File: src/polling_cfg.svh
// Register map, reset values and timing counts of the self polling timer
`ifndef POLLING_CFG_SVH
`define POLLING_CFG_SVH

`define OFS_IRQ_STATUS      8'h04
`define OFS_IRQ_MASK        8'h05
`define OFS_CHANNEL_STATUS  8'h06
`define OFS_POLL_CONTROL    8'h07
`define OFS_REF_TIMER       8'h08
`define OFS_OFF_TIME_LOW    8'h09
`define OFS_OFF_TIME_HIGH   8'h0a
`define OFS_ACTIVE_PERIODS  8'h0b
`define OFS_IDLE_PERIODS    8'h0c
`define OFS_ON_TIME_A_LOW   8'h1f
`define OFS_ON_TIME_A_HIGH  8'h20
`define OFS_ON_TIME_B_LOW   8'h40
`define OFS_ON_TIME_B_HIGH  8'h41

`define RST_IRQ_STATUS      8'h00
`define RST_IRQ_MASK        8'h00
`define RST_CHANNEL_STATUS  2'h0
`define RST_POLL_CONTROL    8'h00
`define RST_REF_TIMER       8'h01
`define RST_OFF_TIME_LOW    8'h01
`define RST_OFF_TIME_HIGH   8'h00
`define RST_ACTIVE_PERIODS  8'h01
`define RST_IDLE_PERIODS    8'h01
`define RST_ON_TIME_LOW     8'h01
`define RST_ON_TIME_HIGH    8'h00

`define CTRL_CONT_SEARCH    3
`define CTRL_ACTIVE_IDLE    2
`define CTRL_SEL_HI         1
`define CTRL_SEL_LO         0
`define IRQ_WAKE_A          0
`define IRQ_WAKE_B          4

`define SEL_CONSTANT        2'h0
`define SEL_FAST_FALL       2'h1
`define SEL_MIXED           2'h2

`define PRESCALE_LAST       6'h3f
`define TIME_ZERO_TICKS     15'h4000
`define PERIOD_ZERO_COUNT   9'h100

`endif

File: src/polling_pkg.sv
// Types shared by the self polling timer modules
package polling_pkg;

    typedef enum logic [1:0] {
        ST_OFF,
        ST_ON,
        ST_WAKE
    } poll_state_type;

    typedef struct packed {
        logic [7:0] addr;
        logic [7:0] wdata;
        logic       wr;
        logic       rd;
    } reg_req_type;

    typedef struct packed {
        logic       found;
        logic       detect;
        logic [1:0] channel;
    } wake_in_type;

    typedef struct packed {
        logic [5:0] pre;
        logic [7:0] div;
        logic       tick;
    } tick_state_type;

    typedef struct packed {
        poll_state_type st;
        logic           cfg_b;
        logic           active;
        logic           first;
        logic           sig_seen;
        logic [14:0]    ivl_cnt;
        logic [8:0]     per_cnt;
        logic [7:0]     ctrl;
        logic [7:0]     ref_preset;
        logic [7:0]     off_lo;
        logic [7:0]     off_hi;
        logic [7:0]     ap;
        logic [7:0]     ip;
        logic [7:0]     on_a_lo;
        logic [7:0]     on_a_hi;
        logic [7:0]     on_b_lo;
        logic [7:0]     on_b_hi;
        logic [7:0]     irq_status;
        logic [7:0]     irq_mask;
        logic [1:0]     chan;
        logic [7:0]     rdata;
        logic           irq;
        logic           rx_on;
        logic           search;
    } poll_state_struct_type;

endpackage

File: src/ref_tick_gen.sv
// Reference tick: fixed divide by 64, then divide by the 8-bit preset
`timescale 1ns/10ps
`include "polling_cfg.svh"
module ref_tick_gen
    import polling_pkg::*;
(
    input  wire logic       clk_i,
    input  wire logic       resetn_i,
    input  wire logic [7:0] preset_i,
    output logic            tick_o
);

    tick_state_type s_r;
    tick_state_type s_nxt;
    logic           pre_wrap;
    logic           div_last;

    // Preset 00h wraps to ff, which yields the 256 divide
    assign pre_wrap = (s_r.pre == `PRESCALE_LAST);
    assign div_last = (s_r.div == 8'(preset_i - 8'h01));

    always_comb begin
        s_nxt      = s_r;
        s_nxt.pre  = 6'(s_r.pre + 6'h01);
        s_nxt.tick = pre_wrap && div_last;
        if (pre_wrap) begin
            s_nxt.div = div_last ? 8'h00 : 8'(s_r.div + 8'h01);
        end
        // A shrunk preset must not strand the divider above it
        if (s_r.div > 8'(preset_i - 8'h01)) begin
            s_nxt.div = 8'h00;
        end
    end

    always_ff @(posedge clk_i or negedge resetn_i) begin
        if (!resetn_i) begin
            s_r <= '0;
        end else begin
            s_r <= s_nxt;
        end
    end

    assign tick_o = s_r.tick;

    a_tick_gap: assert property (@(posedge clk_i) disable iff (!resetn_i)
        tick_o |=> !tick_o [*8]) else $error("ref tick too close");

endmodule

File: src/self_polling_timer.sv
// Self polling timer: reference tick, on/off sequencer, registers, interrupt
//
// Overview of operation
// After a wake-up, load 2-bit channel code; 00 none, 01-11 setting one-three.
// Continuous search bit set keeps wake-up search on for whole on-time.
// Control bit 2 enables active/idle alternation during on-time.
// Selector: 00 constant, 01 fast fall back, 10 mixed A constant B fast.
// Reference tick every 64 clocks times preset; preset 00h means 256.
// Off-time lasts off value ticks; 0000h means 16384 ticks.
// Off value is 14 bits: low register, then high register bits 5:0.
// Active periods from bits 4:0; 00h means 256 periods.
// Idle periods 8 bits; 00h means 256 periods.
// On-time lasts on value ticks, 0000h is 16384; separate A and B.
// A found wake-up sets the wake flag of its configuration.
// On and off intervals alternate, each reloaded from registers at start.
// Configuration registers write-only; channel status read-only, writes ignored.
//
// Decided for this implementation: strobed register access.
`timescale 1ns/10ps
`include "polling_cfg.svh"
module self_polling_timer
    import polling_pkg::*;
(
    input  wire logic       clk_i,
    input  wire logic       resetn_i,
    input  wire logic [7:0] addr_i,
    input  wire logic [7:0] wdata_i,
    input  wire logic       wr_i,
    input  wire logic       rd_i,
    input  wire logic       wake_found_i,
    input  wire logic       signal_detect_i,
    input  wire logic [1:0] wake_channel_i,
    output logic [7:0]      rdata_o,
    output logic            irq_o,
    output logic            rx_on_o,
    output logic            search_o,
    output logic            cfg_b_o
);

    poll_state_struct_type s_r;
    poll_state_struct_type s_nxt;
    reg_req_type           req;
    wake_in_type           wk;
    logic                  tick;
    logic                  cont_en;
    logic                  ai_en;
    logic [1:0]            sel;
    logic                  fast_mode;
    logic                  wake_hit;
    logic                  ivl_end;
    logic                  per_end;
    logic                  fall_back;
    logic [14:0]           off_load;
    logic [14:0]           on_load;
    logic [8:0]            ap_load;
    logic [8:0]            ip_load;
    logic [7:0]            clr_bits;
    logic [7:0]            set_bits;
    logic                  wake_bit_clr;

    // A zero count stands for one more than the 14-bit or 8-bit argument can hold
    function automatic logic [14:0] ticks_of(input logic [13:0] v);
        ticks_of = (v == 14'h0000) ? `TIME_ZERO_TICKS : {1'b0, v};
    endfunction

    function automatic logic [8:0] periods_of(input logic [7:0] v);
        periods_of = (v == 8'h00) ? `PERIOD_ZERO_COUNT : {1'b0, v};
    endfunction

    assign req = '{addr: addr_i, wdata: wdata_i, wr: wr_i, rd: rd_i};
    assign wk  = '{found: wake_found_i, detect: signal_detect_i,
                   channel: wake_channel_i};

    ref_tick_gen u_tick (
        .clk_i    (clk_i),
        .resetn_i (resetn_i),
        .preset_i (s_r.ref_preset),
        .tick_o   (tick)
    );

    assign cont_en = s_r.ctrl[`CTRL_CONT_SEARCH];
    assign ai_en   = s_r.ctrl[`CTRL_ACTIVE_IDLE];
    assign sel     = s_r.ctrl[`CTRL_SEL_HI:`CTRL_SEL_LO];

    // Reserved selector code 11 behaves as constant cycling
    assign fast_mode = (sel == `SEL_FAST_FALL) ||
                       ((sel == `SEL_MIXED) && s_r.cfg_b);

    assign off_load = ticks_of({s_r.off_hi[5:0], s_r.off_lo});
    assign on_load  = s_r.cfg_b ? ticks_of({s_r.on_a_hi[5:0], s_r.on_a_lo})
                                : ticks_of({s_r.on_b_hi[5:0], s_r.on_b_lo});
    assign ap_load  = periods_of({3'h0, s_r.ap[4:0]});
    assign ip_load  = periods_of(s_r.ip);

    assign wake_hit  = (s_r.st == ST_ON) && s_r.search && wk.found;
    assign ivl_end   = tick && (s_r.ivl_cnt == 15'h0001);
    assign per_end   = tick && (s_r.per_cnt == 9'h001);
    // Fast fall back judges the first reference tick of the on-time
    assign fall_back = (s_r.st == ST_ON) && s_r.first && tick &&
                       fast_mode && !s_r.sig_seen && !wk.detect;

    assign clr_bits = (req.wr && (req.addr == `OFS_IRQ_STATUS))
                      ? req.wdata : 8'h00;
    assign set_bits = {3'h0, wake_hit && s_r.cfg_b, 3'h0,
                       wake_hit && !s_r.cfg_b};
    assign wake_bit_clr = s_r.cfg_b ? clr_bits[`IRQ_WAKE_B]
                                    : clr_bits[`IRQ_WAKE_A];

    always_comb begin
        s_nxt = s_r;

        if (req.wr) begin
            unique case (req.addr)
                `OFS_IRQ_MASK:       s_nxt.irq_mask   = req.wdata;
                `OFS_POLL_CONTROL:   s_nxt.ctrl       = req.wdata;
                `OFS_REF_TIMER:      s_nxt.ref_preset = req.wdata;
                `OFS_OFF_TIME_LOW:   s_nxt.off_lo     = req.wdata;
                `OFS_OFF_TIME_HIGH:  s_nxt.off_hi     = req.wdata;
                `OFS_ACTIVE_PERIODS: s_nxt.ap         = req.wdata;
                `OFS_IDLE_PERIODS:   s_nxt.ip         = req.wdata;
                `OFS_ON_TIME_A_LOW:  s_nxt.on_a_lo    = req.wdata;
                `OFS_ON_TIME_A_HIGH: s_nxt.on_a_hi    = req.wdata;
                `OFS_ON_TIME_B_LOW:  s_nxt.on_b_lo    = req.wdata;
                `OFS_ON_TIME_B_HIGH: s_nxt.on_b_hi    = req.wdata;
                default: ;
            endcase
        end

        // Only status registers answer reads; the rest read as zero
        s_nxt.rdata = 8'h00;
        if (req.rd) begin
            unique case (req.addr)
                `OFS_CHANNEL_STATUS: s_nxt.rdata = {6'h00, s_r.chan};
                `OFS_IRQ_STATUS:     s_nxt.rdata = s_r.irq_status;
                default:             s_nxt.rdata = 8'h00;
            endcase
        end

        // Set beats a simultaneous write-one clear
        s_nxt.irq_status = (s_r.irq_status & ~clr_bits) | set_bits;

        unique case (s_r.st)
            ST_OFF: begin
                if (tick) begin
                    s_nxt.ivl_cnt = 15'(s_r.ivl_cnt - 15'h0001);
                end
                if (ivl_end) begin
                    s_nxt.st       = ST_ON;
                    s_nxt.cfg_b    = !s_r.cfg_b;
                    s_nxt.ivl_cnt  = on_load;
                    s_nxt.active   = 1'b1;
                    s_nxt.per_cnt  = ap_load;
                    s_nxt.first    = 1'b1;
                    s_nxt.sig_seen = 1'b0;
                end
            end
            ST_ON: begin
                if (wk.detect) begin
                    s_nxt.sig_seen = 1'b1;
                end
                if (tick) begin
                    s_nxt.first   = 1'b0;
                    s_nxt.ivl_cnt = 15'(s_r.ivl_cnt - 15'h0001);
                    s_nxt.per_cnt = (s_r.per_cnt != 9'h000)
                                    ? 9'(s_r.per_cnt - 9'h001) : 9'h000;
                end
                if (per_end) begin
                    if (s_r.active && ai_en) begin
                        s_nxt.active  = 1'b0;
                        s_nxt.per_cnt = ip_load;
                    end else if (!s_r.active && ai_en) begin
                        s_nxt.active  = 1'b1;
                        s_nxt.per_cnt = ap_load;
                    end else begin
                        s_nxt.active  = 1'b0;
                    end
                end
                if (wake_hit) begin
                    s_nxt.st   = ST_WAKE;
                    s_nxt.chan = wk.channel;
                end else if (ivl_end || fall_back) begin
                    s_nxt.st      = ST_OFF;
                    s_nxt.ivl_cnt = off_load;
                    s_nxt.active  = 1'b0;
                end
            end
            ST_WAKE: begin
                // Receiver stays up until software acknowledges the wake-up
                if (wake_bit_clr) begin
                    s_nxt.st      = ST_OFF;
                    s_nxt.ivl_cnt = off_load;
                end
            end
        endcase

        s_nxt.irq    = |(s_nxt.irq_status & ~s_nxt.irq_mask);
        s_nxt.rx_on  = (s_nxt.st == ST_WAKE) ||
                       ((s_nxt.st == ST_ON) &&
                        (s_nxt.active || !s_nxt.ctrl[`CTRL_ACTIVE_IDLE]));
        s_nxt.search = (s_nxt.st == ST_ON) &&
                       (s_nxt.ctrl[`CTRL_CONT_SEARCH] || s_nxt.active);
    end

    always_ff @(posedge clk_i or negedge resetn_i) begin
        if (!resetn_i) begin
            s_r            <= '0;
            s_r.st         <= ST_OFF;
            s_r.ivl_cnt    <= 15'h0001;
            s_r.ctrl       <= `RST_POLL_CONTROL;
            s_r.ref_preset <= `RST_REF_TIMER;
            s_r.off_lo     <= `RST_OFF_TIME_LOW;
            s_r.off_hi     <= `RST_OFF_TIME_HIGH;
            s_r.ap         <= `RST_ACTIVE_PERIODS;
            s_r.ip         <= `RST_IDLE_PERIODS;
            s_r.on_a_lo    <= `RST_ON_TIME_LOW;
            s_r.on_a_hi    <= `RST_ON_TIME_HIGH;
            s_r.on_b_lo    <= `RST_ON_TIME_LOW;
            s_r.on_b_hi    <= `RST_ON_TIME_HIGH;
            s_r.irq_status <= `RST_IRQ_STATUS;
            s_r.irq_mask   <= `RST_IRQ_MASK;
            s_r.chan       <= `RST_CHANNEL_STATUS;
        end else begin
            s_r <= s_nxt;
        end
    end

    assign rdata_o  = s_r.rdata;
    assign irq_o    = s_r.irq;
    assign rx_on_o  = s_r.rx_on;
    assign search_o = s_r.search;
    assign cfg_b_o  = s_r.cfg_b;

    a_chan_load: assert property (@(posedge clk_i) disable iff (!resetn_i)
        wake_hit |=> (s_r.chan == $past(wk.channel)) && (s_r.st == ST_WAKE))
        else $error("channel code not loaded on wake-up");

    a_chan_ro: assert property (@(posedge clk_i) disable iff (!resetn_i)
        !$stable(s_r.chan) |-> $past(wake_hit))
        else $error("channel code changed without wake-up");

    a_search_cont: assert property (@(posedge clk_i) disable iff (!resetn_i)
        (s_r.st == ST_ON && cont_en) |-> search_o)
        else $error("search dropped during continuous on-time");

    a_idle_rx_off: assert property (@(posedge clk_i) disable iff (!resetn_i)
        (s_r.st == ST_ON && ai_en && !s_r.active) |-> !rx_on_o)
        else $error("receiver on during idle period");

    a_fast_fall: assert property (@(posedge clk_i) disable iff (!resetn_i)
        (fall_back && !wake_hit) |=>
            (s_r.st == ST_OFF) && (s_r.ivl_cnt == $past(off_load)))
        else $error("fast fall back missed");

    a_const_stay: assert property (@(posedge clk_i) disable iff (!resetn_i)
        (s_r.st == ST_ON && !fast_mode && !ivl_end && !wake_hit) |=>
            s_r.st == ST_ON)
        else $error("constant mode left on-time early");

    a_on_reload: assert property (@(posedge clk_i) disable iff (!resetn_i)
        (s_r.st == ST_OFF && ivl_end) |=>
            (s_r.st == ST_ON) && (s_r.ivl_cnt == $past(on_load)) &&
            (s_r.cfg_b != $past(s_r.cfg_b)))
        else $error("on-time not reloaded");

    a_off_reload: assert property (@(posedge clk_i) disable iff (!resetn_i)
        (s_r.st == ST_ON && ivl_end && !wake_hit) |=>
            (s_r.st == ST_OFF) && (s_r.ivl_cnt == $past(off_load)))
        else $error("off-time not reloaded");

    a_active_load: assert property (@(posedge clk_i) disable iff (!resetn_i)
        (s_r.st == ST_ON && per_end && ai_en && !s_r.active &&
         !ivl_end && !fall_back && !wake_hit) |=>
            s_r.active && (s_r.per_cnt == $past(ap_load)))
        else $error("active periods not loaded");

    a_idle_load: assert property (@(posedge clk_i) disable iff (!resetn_i)
        (s_r.st == ST_ON && per_end && ai_en && s_r.active &&
         !ivl_end && !fall_back && !wake_hit) |=>
            !s_r.active && (s_r.per_cnt == $past(ip_load)))
        else $error("idle periods not loaded");

    a_wake_flag: assert property (@(posedge clk_i) disable iff (!resetn_i)
        wake_hit |=> s_r.irq_status[$past(s_r.cfg_b) ? `IRQ_WAKE_B
                                                     : `IRQ_WAKE_A]
        ##1 irq_o || s_r.irq_mask != 8'h00)
        else $error("wake flag not set");

endmodule

File: config.mk
export PLATFORM = sky130hd
export DESIGN_NAME = self_polling_timer
export DESIGN_NICKNAME = d
export VERILOG_FILES = /design/src/polling_pkg.sv /design/src/ref_tick_gen.sv /design/src/self_polling_timer.sv
export VERILOG_INCLUDE_DIRS = /design/src
export SDC_FILE = /design/constraint.sdc
export NUM_CORES = 1
export LEC_CHECK = 0
export BUFFER_PORTS_ARGS = -buffer_cell sky130_fd_sc_hd__buf_4
export CAP_MARGIN = 20
export CORE_MARGIN = 10
export CORE_UTILIZATION = 55
export CTS_CLUSTER_DIAMETER = 80
export DETAILED_ROUTE_END_ITERATION = 8
export PLACE_DENSITY = 0.82
export SLEW_MARGIN = 20
export SYNTH_ARGS = -nofsm -noshare
export SYNTH_HDL_FRONTEND = slang
export SYNTH_SLANG_ARGS = --single-unit
File: constraint.sdc
create_clock -name clk_i -period 7.1 [get_ports clk_i]
set_clock_uncertainty 0.2 [all_clocks]
set_input_delay 1.775 -clock clk_i [delete_from_list [all_inputs] [get_ports clk_i]]
set_output_delay 1.775 -clock clk_i [all_outputs]
set_load 0.1 [all_outputs]
==> reports/metrics.csv <==
metric,value,unit
post-synthesis sequential area ratio,0.449,
Cells after Synth,762,
PD cells,298,nW/µm²
worst r2r path cells,8,
CP max-delay cell,a21boi_1,
Area growth syn-to-layout,11.6,%
cell with the most instances after synthesis,dfrtp_1,
htree depth,4,
hold crit path type,flop to flop,
Synth area leader,dfrtp_1,
"EDFF count, synth",0,
ratio of cells with drive above 1 in the final layout,0.226,
initial antenna violation count,0,
Congestion Overflow GR,0,
Die Footprint,19500,µm²
setup violators final,0,
CP Launch Type,input port,
RSZ-0062 raised after global routing,false,
Top Ports,36,
Setup crit end kind,flop,
slew margin rel.,0.302,
period utilisation layout,0.578,
synth top area cells,"dfrtp_1 (43%), mux2_2 (11%), ha_1 (3.2%)",
Slew Limit Fails,0,
vias in the first global route,6126,
synth warn,0,
Worst Setup SP,addr_i[1],
Initial DRC Count,612,
#FFs+latches synth,141,
syn avg cell area,10.3,µm²
Worst-Skew Late Latency,0.42,ns
Max IR drop VDD,0.189,mV
CTS tree,built,
Die Y,140,µm
Total Routed Length,20700,µm
PostCTS Resize Cnt,0,
Crit Path Max Fanout,12,
cts hold-fix bufs,0,
via count,6377,
initial core utilization,0.565,
Fin. Hold Viols,0,
setup tns final,0,ns
n_diodes,0,
CTS buffer count,17,
GRT Overall Usage,0.209,
placed cell count,941,
DR WL/cell,21.3,µm
post-CTS setup buffer count,0,
Die X-Extent,140,µm
multi-input logic area,4020,µm²
crit path cell chain,"buf_4, nor3b_1, a41o_1, a21boi_1, o21ai_0, a221o_1",
post-detailed-route count of antenna-violating nets,0,
critical path capture point,s_r[122],
synthesized area,7870,µm²
number of vias per cell,6.55,
core area,13900,µm²
Max Cap Viol,0,
"Arr. time, crit path",4.21,ns
PortBufs,35,
ys async rst share,1.00,
LEAKAGE,0.00398,µW
Detail Placement HPWL,14300,µm
Worst Tran Pin Value,1.04,ns
Non-Filler Instances,973,
drc violations,0,
Post-synth top cells,"dfrtp_1 (134), mux2_2 (79), nand2_1 (55)",
status,finished clean,
largest net degree at the start of global routing,105,
CTS sink cnt,141,
Site Rows,43,
post-synthesis net count,806,
worst path required time,7.20,ns
top_reg_cell synth,dfrtp_1,
drt pass-1 iters,6,
reg2reg setup slack,3.64,ns
reg2reg end,s_r[129],
Netlist cell types,76,
top cell type's share of synthesized area,0.426,
reg2reg start,s_r[138],
clk buf depth,2,
Placer Congestion,0.957,
max incr delay on CP,0.87,ns
Final nets,824,
"Clk pin slew, worst setup/hold paths",0.06,ns
register area,3540,µm²
root buffer cell,clkbuf_16,
CP Class,input port to flop,
first-pass GRT wire length,33500,µm
filler cell count,986,
fmax,243,MHz
Tmin final,4.11,ns
## cell usage in the layout, fill, tap and decap left out, types with 20 or more instances in the layout
master / count
o21ai_0: 44
nor3_1: 22
a21oi_1: 28
inv_1: 25
dfrtp_1: 134
nor2_1: 35
ha_1: 20
mux2_2: 79
nand2_1: 55
buf_4: 41
nand3_1: 26
## layer usage
metal | track usage | routed length (µm)
met5 | 0 | 0
met4 | 0.0717 | 507
met3 | 0.0449 | 1810
met2 | 0.318 | 9390
met1 | 0.287 | 9000
## logic make-up (layout without fill, tap and decap cells)
| kind of cell | Yosys count | in the layout | share of synthesized area |
|---|---|---|---|
| compound gates | 161 | 161 | 0.139 |
| xor+xnor | 26 | 26 | 0.0289 |
| fa+ha+maj | 20 | 20 | 0.0318 |
| buf+inv | 70 | 101 | 0.0405 |
| flops | 141 | 141 | 0.449 |
| mux | 96 | 96 | 0.135 |
| simple gates | 248 | 248 | 0.176 |
## stage by stage
step	hold WS (ns)	power, µW	worst slack, ns	area (µm²)	utilization
2_1_floorplan	0.238	1520	3.37	7870	-
3_3_place_gp	0.255	1690	2.76	8200	0.588
3_5_place_dp	0.263	1720	2.71	8200	0.588
4_1_cts	0.272	2600	3.10	8790	0.631
5_1_grt	0.287	2730	2.79	8790	0.631
6_report	0.267	2620	2.99	8790	0.631
## worst max-delay path, delay by kind of cell
kind            cells  cell delay, ns
compound gates      4            1.77
buf+inv             1            0.15
simple gates        1            0.50
## how the worst min path moves through the flow
stage | start | to | slack, ns | cells after the start
2_1_floorplan | u_tick.s_r[13] | u_tick.s_r[13] | 0.24 | 1
3_3_place_gp | u_tick.s_r[13] | u_tick.s_r[13] | 0.26 | 1
3_5_place_dp | u_tick.s_r[13] | u_tick.s_r[13] | 0.26 | 1
4_1_cts | u_tick.s_r[13] | u_tick.s_r[13] | 0.27 | 1
5_1_grt | u_tick.s_r[13] | u_tick.s_r[13] | 0.29 | 1
6_report | u_tick.s_r[13] | u_tick.s_r[13] | 0.27 | 1
## power by group
| group | internal [µW] | leakage [µW] | switching [µW] |
|---|---|---|---|
| clock | 522 | 0.000274 | 363 |
| combinational | 265 | 0.00183 | 442 |
| sequential | 902 | 0.00188 | 124 |
| total | 1690 | 0.00398 | 929 |
## area by class of cell
cell class	instances	share of cell area
Tap cell	180	0.0256
Sequential cell	141	0.403
Multi-Input combinational cell	551	0.457
Clock inverter	14	0.0178
Timing Repair Buffer	42	0.0363
Inverter	27	0.0115
Clock buffer	18	0.0488
## sequential cells by signal, indices dropped and copies added (netlist names)
register	flops
s_r	112
u_tick.s_r	14
rdata_o	8
ai_en	1
cfg_b_o	1
cont_en	1
irq_o	1
rx_on_o	1
search_o	1
u_tick.tick_o	1
Note: power is estimated with default switching activity, not from simulation.
